## src/pkg/scm_map.vh

```
`ifndef SCM_MAP_VH
`define SCM_MAP_VH

// register byte addresses
`define SCM_ADDR_W 8
`define SCM_ADDR_CLK_SEL 8'h00
`define SCM_ADDR_FAST_OSC 8'h04

// system_clock_select fields
`define SCM_SEL_HI 7
`define SCM_SEL_LO 5
`define SCM_HKEEP_BIT 1
`define SCM_LKEEP_BIT 0
`define SCM_SEL_RST 3'h0
`define SCM_HKEEP_RST 1'h0
`define SCM_LKEEP_RST 1'h0
`define SCM_SEL_SUB 3'h7
`define SCM_SEL_DIV1 3'h0

// fast_oscillator_control fields
`define SCM_FREQ_HI 3
`define SCM_FREQ_LO 2
`define SCM_STABLE_BIT 1
`define SCM_EN_BIT 0
`define SCM_FREQ_RST 2'h0
`define SCM_EN_RST 1'h1
`define SCM_STABLE_RST 1'h0

// least settle wait before the ready pin is trusted, 100 ns at 20 ns pclk
`define SCM_SETTLE_W 4
`define SCM_SETTLE_CYC 4'h5

// divider counter
`define SCM_DIV_W 6

// operating mode codes
`define SCM_MODE_FAST 3'h0
`define SCM_MODE_SLOW 3'h1
`define SCM_MODE_IDLE_LOW 3'h2
`define SCM_MODE_IDLE_BOTH 3'h3
`define SCM_MODE_IDLE_HIGH 3'h4
`define SCM_MODE_SLEEP 3'h5

`endif

```

## src/rtl/scm_sync.v

```verilog
`timescale 1ns/1ps
// three-stage synchroniser, output moves once stages two and three agree
module scm_sync (
  input wire pclk,
  input wire presetn,
  input wire d,
  output reg q_r
);

  reg s1_r;
  reg s2_r;
  reg s3_r;

  always @(posedge pclk or negedge presetn) begin
    if (!presetn) begin
      s1_r <= 1'b0;
      s2_r <= 1'b0;
      s3_r <= 1'b0;
      q_r <= 1'b0;
    end else begin
      s1_r <= d;
      s2_r <= s1_r;
      s3_r <= s2_r;
      if (s2_r == s3_r) begin
        q_r <= s3_r;
      end
    end
  end

endmodule // scm_sync

```

## src/rtl/scm_top.v

```verilog
// Decided for this implementation: the APB slave port and the address map.
`timescale 1ns/1ps
`include "scm_map.vh"

module scm_top (
  input wire pclk,
  input wire presetn,
  input wire psel,
  input wire penable,
  input wire pwrite,
  input wire [`SCM_ADDR_W-1:0] paddr,
  input wire [31:0] pwdata,
  output reg [31:0] prdata,
  output reg pready,
  output reg pslverr,
  input wire halt_req,
  input wire wake_req,
  input wire watchdog_en,
  input wire hs_clk_pin,
  input wire sub_clk_pin,
  input wire fast_osc_ready_pin,
  input wire slow_osc_ready_pin,
  output reg fast_osc_run,
  output reg [1:0] fast_osc_freq,
  output reg [1:0] fast_freq_applied,
  output reg slow_osc_run,
  output reg sys_clk,
  output reg cpu_clk_en,
  output reg high_clk_periph_en,
  output reg sub_clk_periph_en,
  output reg [2:0] op_mode
);

  localparam ST_RUN = 1'b0;
  localparam ST_HALT = 1'b1;

  // register state
  reg [2:0] sel_r;
  reg hkeep_r;
  reg lkeep_r;
  reg en_r;
  reg stable_r;
  reg pend_r;
  reg [`SCM_SETTLE_W-1:0] settle_r;
  reg state_r;
  reg state_nxt;
  reg [2:0] act_sel_r;
  reg [`SCM_DIV_W-1:0] div_cnt_r;
  reg skip_r;
  reg hs_prev_r;
  reg sub_prev_r;

  wire hs_q;
  wire sub_q;
  wire fast_rdy_q;
  wire slow_rdy_q;

  // oscillator inputs from the analog side
  scm_sync u_sync_hs (
    .pclk(pclk),
    .presetn(presetn),
    .d(hs_clk_pin),
    .q_r(hs_q)
  );

  scm_sync u_sync_sub (
    .pclk(pclk),
    .presetn(presetn),
    .d(sub_clk_pin),
    .q_r(sub_q)
  );

  scm_sync u_sync_frdy (
    .pclk(pclk),
    .presetn(presetn),
    .d(fast_osc_ready_pin),
    .q_r(fast_rdy_q)
  );

  scm_sync u_sync_srdy (
    .pclk(pclk),
    .presetn(presetn),
    .d(slow_osc_ready_pin),
    .q_r(slow_rdy_q)
  );

  // apb decode
  wire setup = psel & ~penable;
  wire access = psel & penable & pready;
  wire hit_sel = (paddr == `SCM_ADDR_CLK_SEL);
  wire hit_osc = (paddr == `SCM_ADDR_FAST_OSC);
  wire wr_sel = access & pwrite & hit_sel;
  wire wr_osc = access & pwrite & hit_osc;

  wire [1:0] freq_new = pwdata[`SCM_FREQ_HI:`SCM_FREQ_LO];
  wire en_new = pwdata[`SCM_EN_BIT];

  wire [7:0] sel_view = {sel_r, 3'h0, hkeep_r, lkeep_r};
  wire [7:0] osc_view = {4'h0, fast_osc_freq, stable_r, en_r};

  always @(posedge pclk or negedge presetn) begin
    if (!presetn) begin
      pready <= 1'b0;
      pslverr <= 1'b0;
      prdata <= 32'h0000_0000;
    end else begin
      pready <= setup;
      pslverr <= setup & ~(hit_sel | hit_osc);
      if (setup) begin
        if (hit_sel) begin
          prdata <= {24'h00_0000, sel_view};
        end else if (hit_osc) begin
          prdata <= {24'h00_0000, osc_view};
        end else begin
          prdata <= 32'h0000_0000;
        end
      end
    end
  end

  // software registers
  always @(posedge pclk or negedge presetn) begin
    if (!presetn) begin
      sel_r <= `SCM_SEL_RST;
      hkeep_r <= `SCM_HKEEP_RST;
      lkeep_r <= `SCM_LKEEP_RST;
      fast_osc_freq <= `SCM_FREQ_RST;
      en_r <= `SCM_EN_RST;
    end else begin
      if (wr_sel) begin
        sel_r <= pwdata[`SCM_SEL_HI:`SCM_SEL_LO];
        hkeep_r <= pwdata[`SCM_HKEEP_BIT];
        lkeep_r <= pwdata[`SCM_LKEEP_BIT];
      end
      if (wr_osc) begin
        fast_osc_freq <= freq_new;
        en_r <= en_new;
      end
    end
  end

  // halt state machine
  always @* begin
    state_nxt = state_r;
    case (state_r)
      ST_RUN: begin
        if (halt_req) begin
          state_nxt = ST_HALT;
        end
      end
      ST_HALT: begin
        if (wake_req) begin
          state_nxt = ST_RUN;
        end
      end
      default: begin
        state_nxt = ST_RUN;
      end
    endcase
  end

  always @(posedge pclk or negedge presetn) begin
    if (!presetn) begin
      state_r <= ST_RUN;
    end else begin
      state_r <= state_nxt;
    end
  end

  wire halt_nxt = (state_nxt == ST_HALT);

  wire fast_run_nxt = en_r & (~halt_nxt | hkeep_r);
  wire slow_run_nxt = ~halt_nxt | lkeep_r | watchdog_en;

  wire fast_ok = stable_r & fast_osc_run;
  wire slow_ok = slow_rdy_q & slow_osc_run;

  // restart on enable, wake or frequency change
  wire freq_chg = wr_osc & en_new & (freq_new != fast_osc_freq);
  wire restart = (fast_run_nxt & ~fast_osc_run) | freq_chg;

  always @(posedge pclk or negedge presetn) begin
    if (!presetn) begin
      stable_r <= `SCM_STABLE_RST;
      pend_r <= 1'b1;
      settle_r <= `SCM_SETTLE_CYC;
      fast_freq_applied <= `SCM_FREQ_RST;
    end else if (restart) begin
      stable_r <= 1'b0;
      pend_r <= 1'b1;
      settle_r <= `SCM_SETTLE_CYC;
    end else if (!fast_osc_run) begin
      stable_r <= 1'b0;
      pend_r <= 1'b0;
    end else if (pend_r) begin
      if (settle_r != {`SCM_SETTLE_W{1'b0}}) begin
        settle_r <= settle_r - 1'b1;
      end else if (fast_rdy_q) begin
        stable_r <= 1'b1;
        pend_r <= 1'b0;
        fast_freq_applied <= fast_osc_freq;
      end
    end
  end

  // edges of the synchronised source clocks
  always @(posedge pclk or negedge presetn) begin
    if (!presetn) begin
      hs_prev_r <= 1'b0;
      sub_prev_r <= 1'b0;
    end else begin
      hs_prev_r <= hs_q;
      sub_prev_r <= sub_q;
    end
  end

  wire hs_edge = hs_q ^ hs_prev_r;
  wire sub_edge = sub_q ^ sub_prev_r;

  // half period in source edges minus one
  function [`SCM_DIV_W-1:0] half_term;
    input [2:0] code;
    begin
      case (code)
        3'h0: half_term = 6'h00;
        3'h1: half_term = 6'h01;
        3'h2: half_term = 6'h03;
        3'h3: half_term = 6'h07;
        3'h4: half_term = 6'h0F;
        3'h5: half_term = 6'h1F;
        3'h6: half_term = 6'h3F;
        default: half_term = 6'h00;
      endcase
    end
  endfunction

  // fast source from fast rc, sub from slow rc
  wire act_sub = (act_sel_r == `SCM_SEL_SUB);
  wire src_ok = act_sub ? slow_ok : fast_ok;
  wire src_edge = act_sub ? (sub_edge & slow_ok) : (hs_edge & fast_ok);
  // first edge after a switch only arms the divider
  // so the first phase of the new source is never cut short
  wire tick = src_edge & ~skip_r;
  wire at_term = (div_cnt_r == half_term(act_sel_r));
  wire toggle = tick & at_term;

  // sub target waits for slow oscillator
  // fast target waits for stable flag
  wire tgt_sub = (sel_r == `SCM_SEL_SUB);
  wire tgt_ok = tgt_sub ? slow_ok : fast_ok;
  wire want = (sel_r != act_sel_r);

  // switch at the end of a full high phase, or while sys_clk is low and the current source is not ok
  wire sw_edge = toggle & sys_clk;
  wire sw_idle = ~sys_clk & ~src_ok;
  wire do_switch = want & tgt_ok & (sw_edge | sw_idle);

  always @(posedge pclk or negedge presetn) begin
    if (!presetn) begin
      act_sel_r <= `SCM_SEL_DIV1;
      div_cnt_r <= {`SCM_DIV_W{1'b0}};
      sys_clk <= 1'b0;
      skip_r <= 1'b0;
    end else if (do_switch) begin
      act_sel_r <= sel_r;
      div_cnt_r <= {`SCM_DIV_W{1'b0}};
      sys_clk <= 1'b0;
      skip_r <= 1'b1;
    end else if (src_edge & skip_r) begin
      skip_r <= 1'b0;
    end else if (toggle) begin
      div_cnt_r <= {`SCM_DIV_W{1'b0}};
      sys_clk <= ~sys_clk;
    end else if (tick) begin
      div_cnt_r <= div_cnt_r + 1'b1;
    end
  end

  // mode and clock gating outputs
  reg [2:0] mode_nxt;

  always @* begin
    mode_nxt = `SCM_MODE_FAST;
    if (!halt_nxt) begin
      if (act_sub) begin
        mode_nxt = `SCM_MODE_SLOW;
      end else begin
        mode_nxt = `SCM_MODE_FAST;
      end
    end else begin
      // sleep when both keep bits clear
      case ({hkeep_r, lkeep_r})
        2'h1: mode_nxt = `SCM_MODE_IDLE_LOW;
        2'h3: mode_nxt = `SCM_MODE_IDLE_BOTH;
        2'h2: mode_nxt = `SCM_MODE_IDLE_HIGH;
        default: mode_nxt = `SCM_MODE_SLEEP;
      endcase
    end
  end

  always @(posedge pclk or negedge presetn) begin
    if (!presetn) begin
      fast_osc_run <= `SCM_EN_RST;
      slow_osc_run <= 1'b1;
      cpu_clk_en <= 1'b1;
      high_clk_periph_en <= 1'b0;
      sub_clk_periph_en <= 1'b0;
      op_mode <= `SCM_MODE_FAST;
    end else begin
      fast_osc_run <= fast_run_nxt;
      slow_osc_run <= slow_run_nxt;
      cpu_clk_en <= ~halt_nxt;
      high_clk_periph_en <= fast_run_nxt & stable_r;
      sub_clk_periph_en <= (~halt_nxt | lkeep_r) & slow_ok;
      op_mode <= mode_nxt;
    end
  end

endmodule // scm_top

```

## config.mk

```make
export PLATFORM = sky130hd
export DESIGN_NAME = scm_top
export DESIGN_NICKNAME = d
export VERILOG_FILES = /design/src/rtl/scm_sync.v /design/src/rtl/scm_top.v
export VERILOG_INCLUDE_DIRS = /design/src /design/src/pkg
export SDC_FILE = /design/constraint.sdc
export NUM_CORES = 1
export LEC_CHECK = 0
export BUFFER_PORTS_ARGS = -buffer_cell sky130_fd_sc_hd__buf_2
export CORE_MARGIN = 2
export CORE_UTILIZATION = 54
export DETAILED_ROUTE_END_ITERATION = 10
export PLACE_DENSITY_LB_ADDON = 0.12
export SYNTH_ARGS = -nofsm -noshare
export SYNTH_HDL_FRONTEND = slang
export SYNTH_SLANG_ARGS = --single-unit
export TNS_END_PERCENT = 20
```

## constraint.sdc

```tcl
create_clock -name pclk -period 5.6 [get_ports pclk]
set_clock_uncertainty 0.1 [all_clocks]
set_input_delay 0.56 -clock pclk [delete_from_list [all_inputs] [get_ports pclk]]
set_output_delay 0.56 -clock pclk [all_outputs]
set_load 0.02 [all_outputs]
```

After elaboration in Yosys (flattened, before gate mapping)
Cells that the tools add are included.
Widths: inputs -> output; s select.
{"block": "classes", "add_sub_neg": 2, "eq_ne": 23, "n_mux": 35, "bitwise_logic": 42, "n_reduce_logical": 13}
{"operator": "$pmux 6 s6", "n": 1}
{"operator": "$mux 32", "n": 1}
{"operator": "$and 1x1->1", "n": 24}
{"operator": "$mux 6", "n": 4}
{"operator": "$mux 1", "n": 21}
{"operator": "$mux 4", "n": 5}
{"operator": "$eq 3x3->1 const B", "n": 5}
{"operator": "$not 1->1", "n": 10}
{"operator": "$reduce_bool 2->1", "n": 5}
{"operator": "$pmux 3 s3", "n": 1}
{"operator": "$eq 8x3->1 const B", "n": 1}
{"operator": "$logic_not 8->1", "n": 1}
{"operator": "$add 6x1->6 const B", "n": 1}
{"operator": "$eq 3x2->1 const B", "n": 2}
{"operator": "$eq 6x6->1", "n": 1}
{"operator": "$ne 3x1->1 const B", "n": 2}
{"operator": "$or 1x1->1", "n": 6}
{"operator": "$reduce_and 3->1", "n": 2}
{"operator": "$reduce_and 5->1", "n": 1}
{"operator": "$eq 1x1->1", "n": 4}
{"operator": "$eq 2x2->1 const B", "n": 2}
{"operator": "$reduce_and 2->1", "n": 2}
{"operator": "$reduce_bool 4->1", "n": 1}
{"operator": "$sub 4x1->4 const B", "n": 1}
{"operator": "10 further kinds", "n": 11}
{"block": "totals", "reg_bits": 88, "in_bits": 52, "output_inout_bits": 47, "elab_cells": 156}

Logic depth before layout (Yosys ltp)
{"block": "depth", "word_depth": 10, "ltp_mapped": 7, "ltp_nobuf": 7}

By module
Synthesis repeated with hierarchy kept, for this count alone.
{"block": "unflattened", "hier_cells": 308, "area_unflattened_um2": 3183.1}
{"mod": "scm_top", "instances": 1, "cells_per_inst": 288, "area_each_um2": 2737.6, "seq_area_each_um2": 1184.9}
{"mod": "scm_sync", "instances": 4, "cells_per_inst": 5, "area_each_um2": 111.4, "seq_area_each_um2": 100.1}

Worst setup path before layout
OpenSTA, ideal clock, no wires.
{"block": "synth_timing", "path_type": "input -> register", "startpoint": "input port paddr[5]", "endpoint": "register fast_freq_applied[0]", "setup_time_ns": 0.128, "t_arrival_ns": 1.821, "required_ns": 5.372, "path_slack_ns": 3.551, "cell_stages": 5, "path_buffers": 0, "path_cell_list": "nor4_1 -> and2_1 -> nand3_1 -> o2111ai_1 -> mux2_1"}
{"block": "synth_between", "elab_chain_cells": 7}
{"element": "from (decl)", "line_no": "scm_top.v:11", "text": "input wire [`SCM_ADDR_W-1:0] paddr,"}
{"element": "$eq 8x3->1 (no source line)"}
{"element": "$and 1x1->1", "line_no": "scm_top.v:93", "text": "wire wr_osc = access & pwrite & hit_osc;"}
{"element": "$and 1x1->1 (2 in a row)", "line_no": "scm_top.v:179", "text": "wire freq_chg = wr_osc & en_new & (freq_new != fast_osc_freq);"}
{"element": "$or 1x1->1", "line_no": "scm_top.v:180", "text": "wire restart = (fast_run_nxt & ~fast_osc_run) | freq_chg;"}
{"element": "$not 1->1 (no source line)"}
{"element": "$reduce_and 5->1 (no source line)"}
{"element": "to (signal assigned)", "line_no": "scm_top.v:187", "text": "fast_freq_applied <= `SCM_FREQ_RST;"}
{"element": "to (signal assigned)", "line_no": "scm_top.v:201", "text": "fast_freq_applied <= fast_osc_freq;"}
{"element": "to (decl)", "line_no": "scm_top.v:25", "text": "output reg [1:0] fast_freq_applied,"}
No other way between the ends.
A chain may end at the register's enable or synchronous reset.

Worst setup path in the final report
{"block": "layout_timing", "startpoint": "register act_sel_r[1]", "endpoint": "register act_sel_r[2]"}
{"block": "layout_between", "elab_chain_cells": 7, "elab_cells_between_ends": 20, "cone_classes": "eq/ne: 9; mux: 3; bitwise: 8"}
{"element": "from (decl)", "line_no": "scm_top.v:47", "text": "reg [2:0] act_sel_r;"}
{"element": "from (signal assigned)", "line_no": "scm_top.v:260", "text": "act_sel_r <= `SCM_SEL_DIV1;"}
{"element": "from (signal assigned)", "line_no": "scm_top.v:265", "text": "act_sel_r <= sel_r;"}
{"element": "$eq 3x3->1, or another cell as far along", "line_no": "scm_top.v:224", "text": "case (code)"}
{"element": "$pmux 6 s6 / $mux 1 (equally long branches)", "line_no": "scm_top.v:224, scm_top.v:240"}
{"element": "$eq 6x6->1 / $and 1x1->1 (equally long branches)", "line_no": "scm_top.v:244, scm_top.v:243"}
{"element": "$and 1x1->1", "line_no": "scm_top.v:245", "text": "wire toggle = tick & at_term;"}
{"element": "$and 1x1->1", "line_no": "scm_top.v:254", "text": "wire sw_edge = toggle & sys_clk;"}
{"element": "$or 1x1->1", "line_no": "scm_top.v:256", "text": "wire do_switch = want & tgt_ok & (sw_edge | sw_idle);"}
{"element": "$and 1x1->1 *", "line_no": "scm_top.v:256"}
Mark *: on every way between the ends. The rest lies on a longest branch, timed or not.

==> run summary <==
### Power
• part of the total power dissipated in sequential elements: 52.2%
• net switching fraction of the power: 24.3%
• Pwr Density: 272 nW/um^2
• maximum ir drop on the vdd rail: 199 uV
• switching power of the nets: 0.223 mW
• Final Total Pwr: 0.916 mW
• Clk network pwr share: 41.1%
• share of power burned in combinational logic: 6.7%
• internal power: 0.693 mW
• Leakage Power: 1.70 nW

### Clocking
• clock latency reported for the late side of the worst-skew pair: 330 ps
• cell at the root of the clock tree: clkbuf_8
• clock-pin transition on the worst setup and hold timing paths: 70 ps
• post-cts sizing count: 0
• number of hold-repair buffers added at the cts stage: 0
• clock buffer depth: 2
• H-Tree Level Count: 3
• TritonCTS clock tree: done
• number of setup buffers added after CTS: 0
• number of clock buffers inserted by TritonCTS: 9
• sinks on the clock net: 63

### Logic synthesis
• Post-Synthesis Mean Instance Area: 11.4 um^2
• number of synthesized register bits: 63
• Distinct cells, synth: 57
• cell count after synthesis: 262
• most area-consuming cells after synthesis: dfrtp_1 (47%), buf_4 (6.3%), dfstp_2 (6.2%)
• Post-Synthesis Cell Area: 2970 um^2
• total number of yosys warnings: 0
• register area share after synthesis: 53.3%
• Yosys top cell area share: 47.1%
• Yosys top cell by area: dfrtp_1
• most used standard cell by instance count after synthesis: dfrtp_1
• primary flip-flop cell chosen by synthesis mapping: dfrtp_1
• number of synthesized flops with an enable pin: 0
• share of synthesized flip-flops with an asynchronous set or reset: 100%
• commonest cells in the netlist: dfrtp_1 (56), nand2_1 (26), buf_4 (25)

### Final layout
• diode insertion count for antenna repair: 0
• share of final-layout standard cells stronger than drive strength 1: 28.0%
• nets: 375
• Area growth, synth to finish: 13.1%

### Routing
• TritonRoute pass-1 iters: 4
• DRT Wirelength: 4830 um
• via total after detailed routing: 1,913
• Antenna Violating Nets Remaining: 0
• detailed-route wire length per cell: 12.3 um
• total DRC errors in the routed layout: 0
• Starting DRT DRC Count: 47
• Vias/cell: 4.87

### Critical path
• Startpoint Class: register
• crit path capture type: register
• critical path start-end classification: register to register
• required time of the critical path: 5720 ps
• maximum fanout along the worst path: 13
• arrival time reported for the critical path endpoint: 2250 ps
• path depth of the worst reg2reg path: 6

### Job
• number of maximum-capacitance constraint violations: 0

### Placement
• final weighted congestion in routability-driven placement: 0.798
• detailed placer's ending HPWL: 3550 um
• IO Port Bufs: 48

### GRT
• overall track demand over capacity in global routing: 18.3%
• global-route wire length before repair: 8490 um
• vias in the first global route: 1,821
• initial antenna violation count: 0
• pin count of the biggest net entering global routing: 64
• remaining global-route overflow: 0

### Worst hold path
• worst min-delay path category: primary input to register
• Cells on Worst Hold Path: 1

### Floorplan
• number of I/O pins: 99
• Chip Height: 78.2 um
• Floorplan Core Area: 5410 um^2
• effective utilization at floorplan: 55.0%
• die boundary width: 78.2 um
• number of rows created at floorplan: 27
• overall die area: 6120 um^2

### STA
• final setup violation count: 0
• Final Cycle Share: 38.1%
• Slew headroom: 49.6%
• total negative slack: 0 ps
• unrepaired setup endpoints after global routing: false
• worst-margin pin slew: 757 ps
• Final Hold Fails: 0
• number of slew-limit violations in the final report: 0
• achievable clock frequency: 0.469 GHz
• shortest clock period the worst path allows after layout: 2130 ps

### Outcome
• status: complete, no violations

layer usage:
| layer | wire length [um] | vias up | global-route usage (%) |
|---|---|---|---|
| met5 | 0 | - | 0 |
| met2 | 2240 | 41 | 27.2 |
| met1 | 2280 | 914 | 24.3 |
| met3 | 218 | 7 | 6.21 |
| li1 | - | 951 | - |
| met4 | 87 | 0 | 8.42 |
layout by cell type (no fill, tap or decap), types with 2 or more instances in the layout:
cell,instances
o21ai_0,7
xor2_1,11
mux2_2,6
nand2_1,26
a21boi_1,2
nor3b_1,2
a21oi_1,4
mux2i_1,4
conb_1,25
clkinv_2,3
dfrtp_1,56
dfstp_2,7
ha_1,7
inv_1,9
nand3_1,8
nand3b_1,2
nor4_1,2
buf_2,48
o31ai_1,2
maj3_1,4
and2_1,7
nand4_1,3
mux2_4,3
nor2_1,19
clkbuf_8,9
xnor2_1,6
nor3_1,4
mux2_1,3
worst max-delay path, cell delays in order (launching register included):
cell and delay (ps):
dfrtp_1 590, nand3_2 140, nor2b_4 160, a32o_2 310, and4_4 190, o21ai_4 210, mux2_4 320
state kept, by name, summed over array words and instances, names as in the netlist, 2 cells and up:
signal,cells
sel_r,3
div_cnt_r,6
settle_r,4
act_sel_r,3
prdata,7
fast_freq_applied,2
op_mode,3
fast_osc_freq,2
path summary, 6_finish.rpt:
| kind | from | to | slack [ps] |
|---|---|---|---|
| setup / recovery | act_sel_r[1]$_DFFE_PN0P_ | act_sel_r[2]$_DFFE_PN0P_ | 3470 |
| hold / removal | sub_clk_pin | u_sync_sub.s1_r$_DFF_PN0_ | 230 |
| setup reg to reg | act_sel_r[1]$_DFFE_PN0P_ | act_sel_r[2]$_DFFE_PN0P_ | 3470 |
| hold reg to reg | u_sync_sub.s1_r$_DFF_PN0_ | u_sync_sub.s2_r$_DFF_PN0_ | 250 |
| max in group asynchronous | presetn | u_sync_srdy.s3_r$_DFF_PN0_ | 4620 |
| min in group asynchronous | presetn | prdata[6]$_DFFE_PN0P_ | 270 |
cell families after synthesis:
group,count (synthesis),synth area share (%)
AOI/OAI and AO/OA,28,6.98
xor gates and xnor gates,17,5.01
adders and majority gates,11,4.29
buffers and inverters,39,8.75
DFF,63,53.3
muxes,16,6.27
other,1,0.126
and+or+nand+nor,87,15.3
area by class of cell:
| class | count | area (um^2) |
|---|---|---|
| Sequential cell | 63 | 1590 |
| Multi-Input combinational cell | 184 | 1220 |
| Inverter | 9 | 33.8 |
| Timing Repair Buffer | 49 | 248 |
| Clock inverter | 6 | 61.3 |
| Clock buffer | 10 | 128 |
| Tap cell | 72 | 90.1 |
| Fill cell | 474 | 2040 |
per-stage QoR:
step / area (um^2) / hold slack (ps) / utilization [%] / cells / setup slack, ps
6_report: 3360 / 227 / 62.2 / 393 / 3470
5_1_grt: 3360 / 198 / 62.2 / 393 / 3310
4_1_cts: 3360 / 215 / 62.2 / 393 / 3460
3_5_place_dp: 3180 / 237 / 58.8 / 377 / 3200
3_3_place_gp: 3180 / 232 / 58.8 / 377 / 3210
2_1_floorplan: 3060 / 164 / - / 286 / 3550
power by group through the flow:
stage          registers, mW  logic, mW  clock network (mW)
3_5_place_dp           0.487     0.0621                   0
5_1_grt                0.479     0.0684               0.412
3_3_place_gp           0.486     0.0612                   0
4_1_cts                0.478     0.0622               0.385
2_1_floorplan          0.490     0.0442                   0
6_report               0.478     0.0612               0.377
No activity file was read; power rests on OpenSTA's default activity.
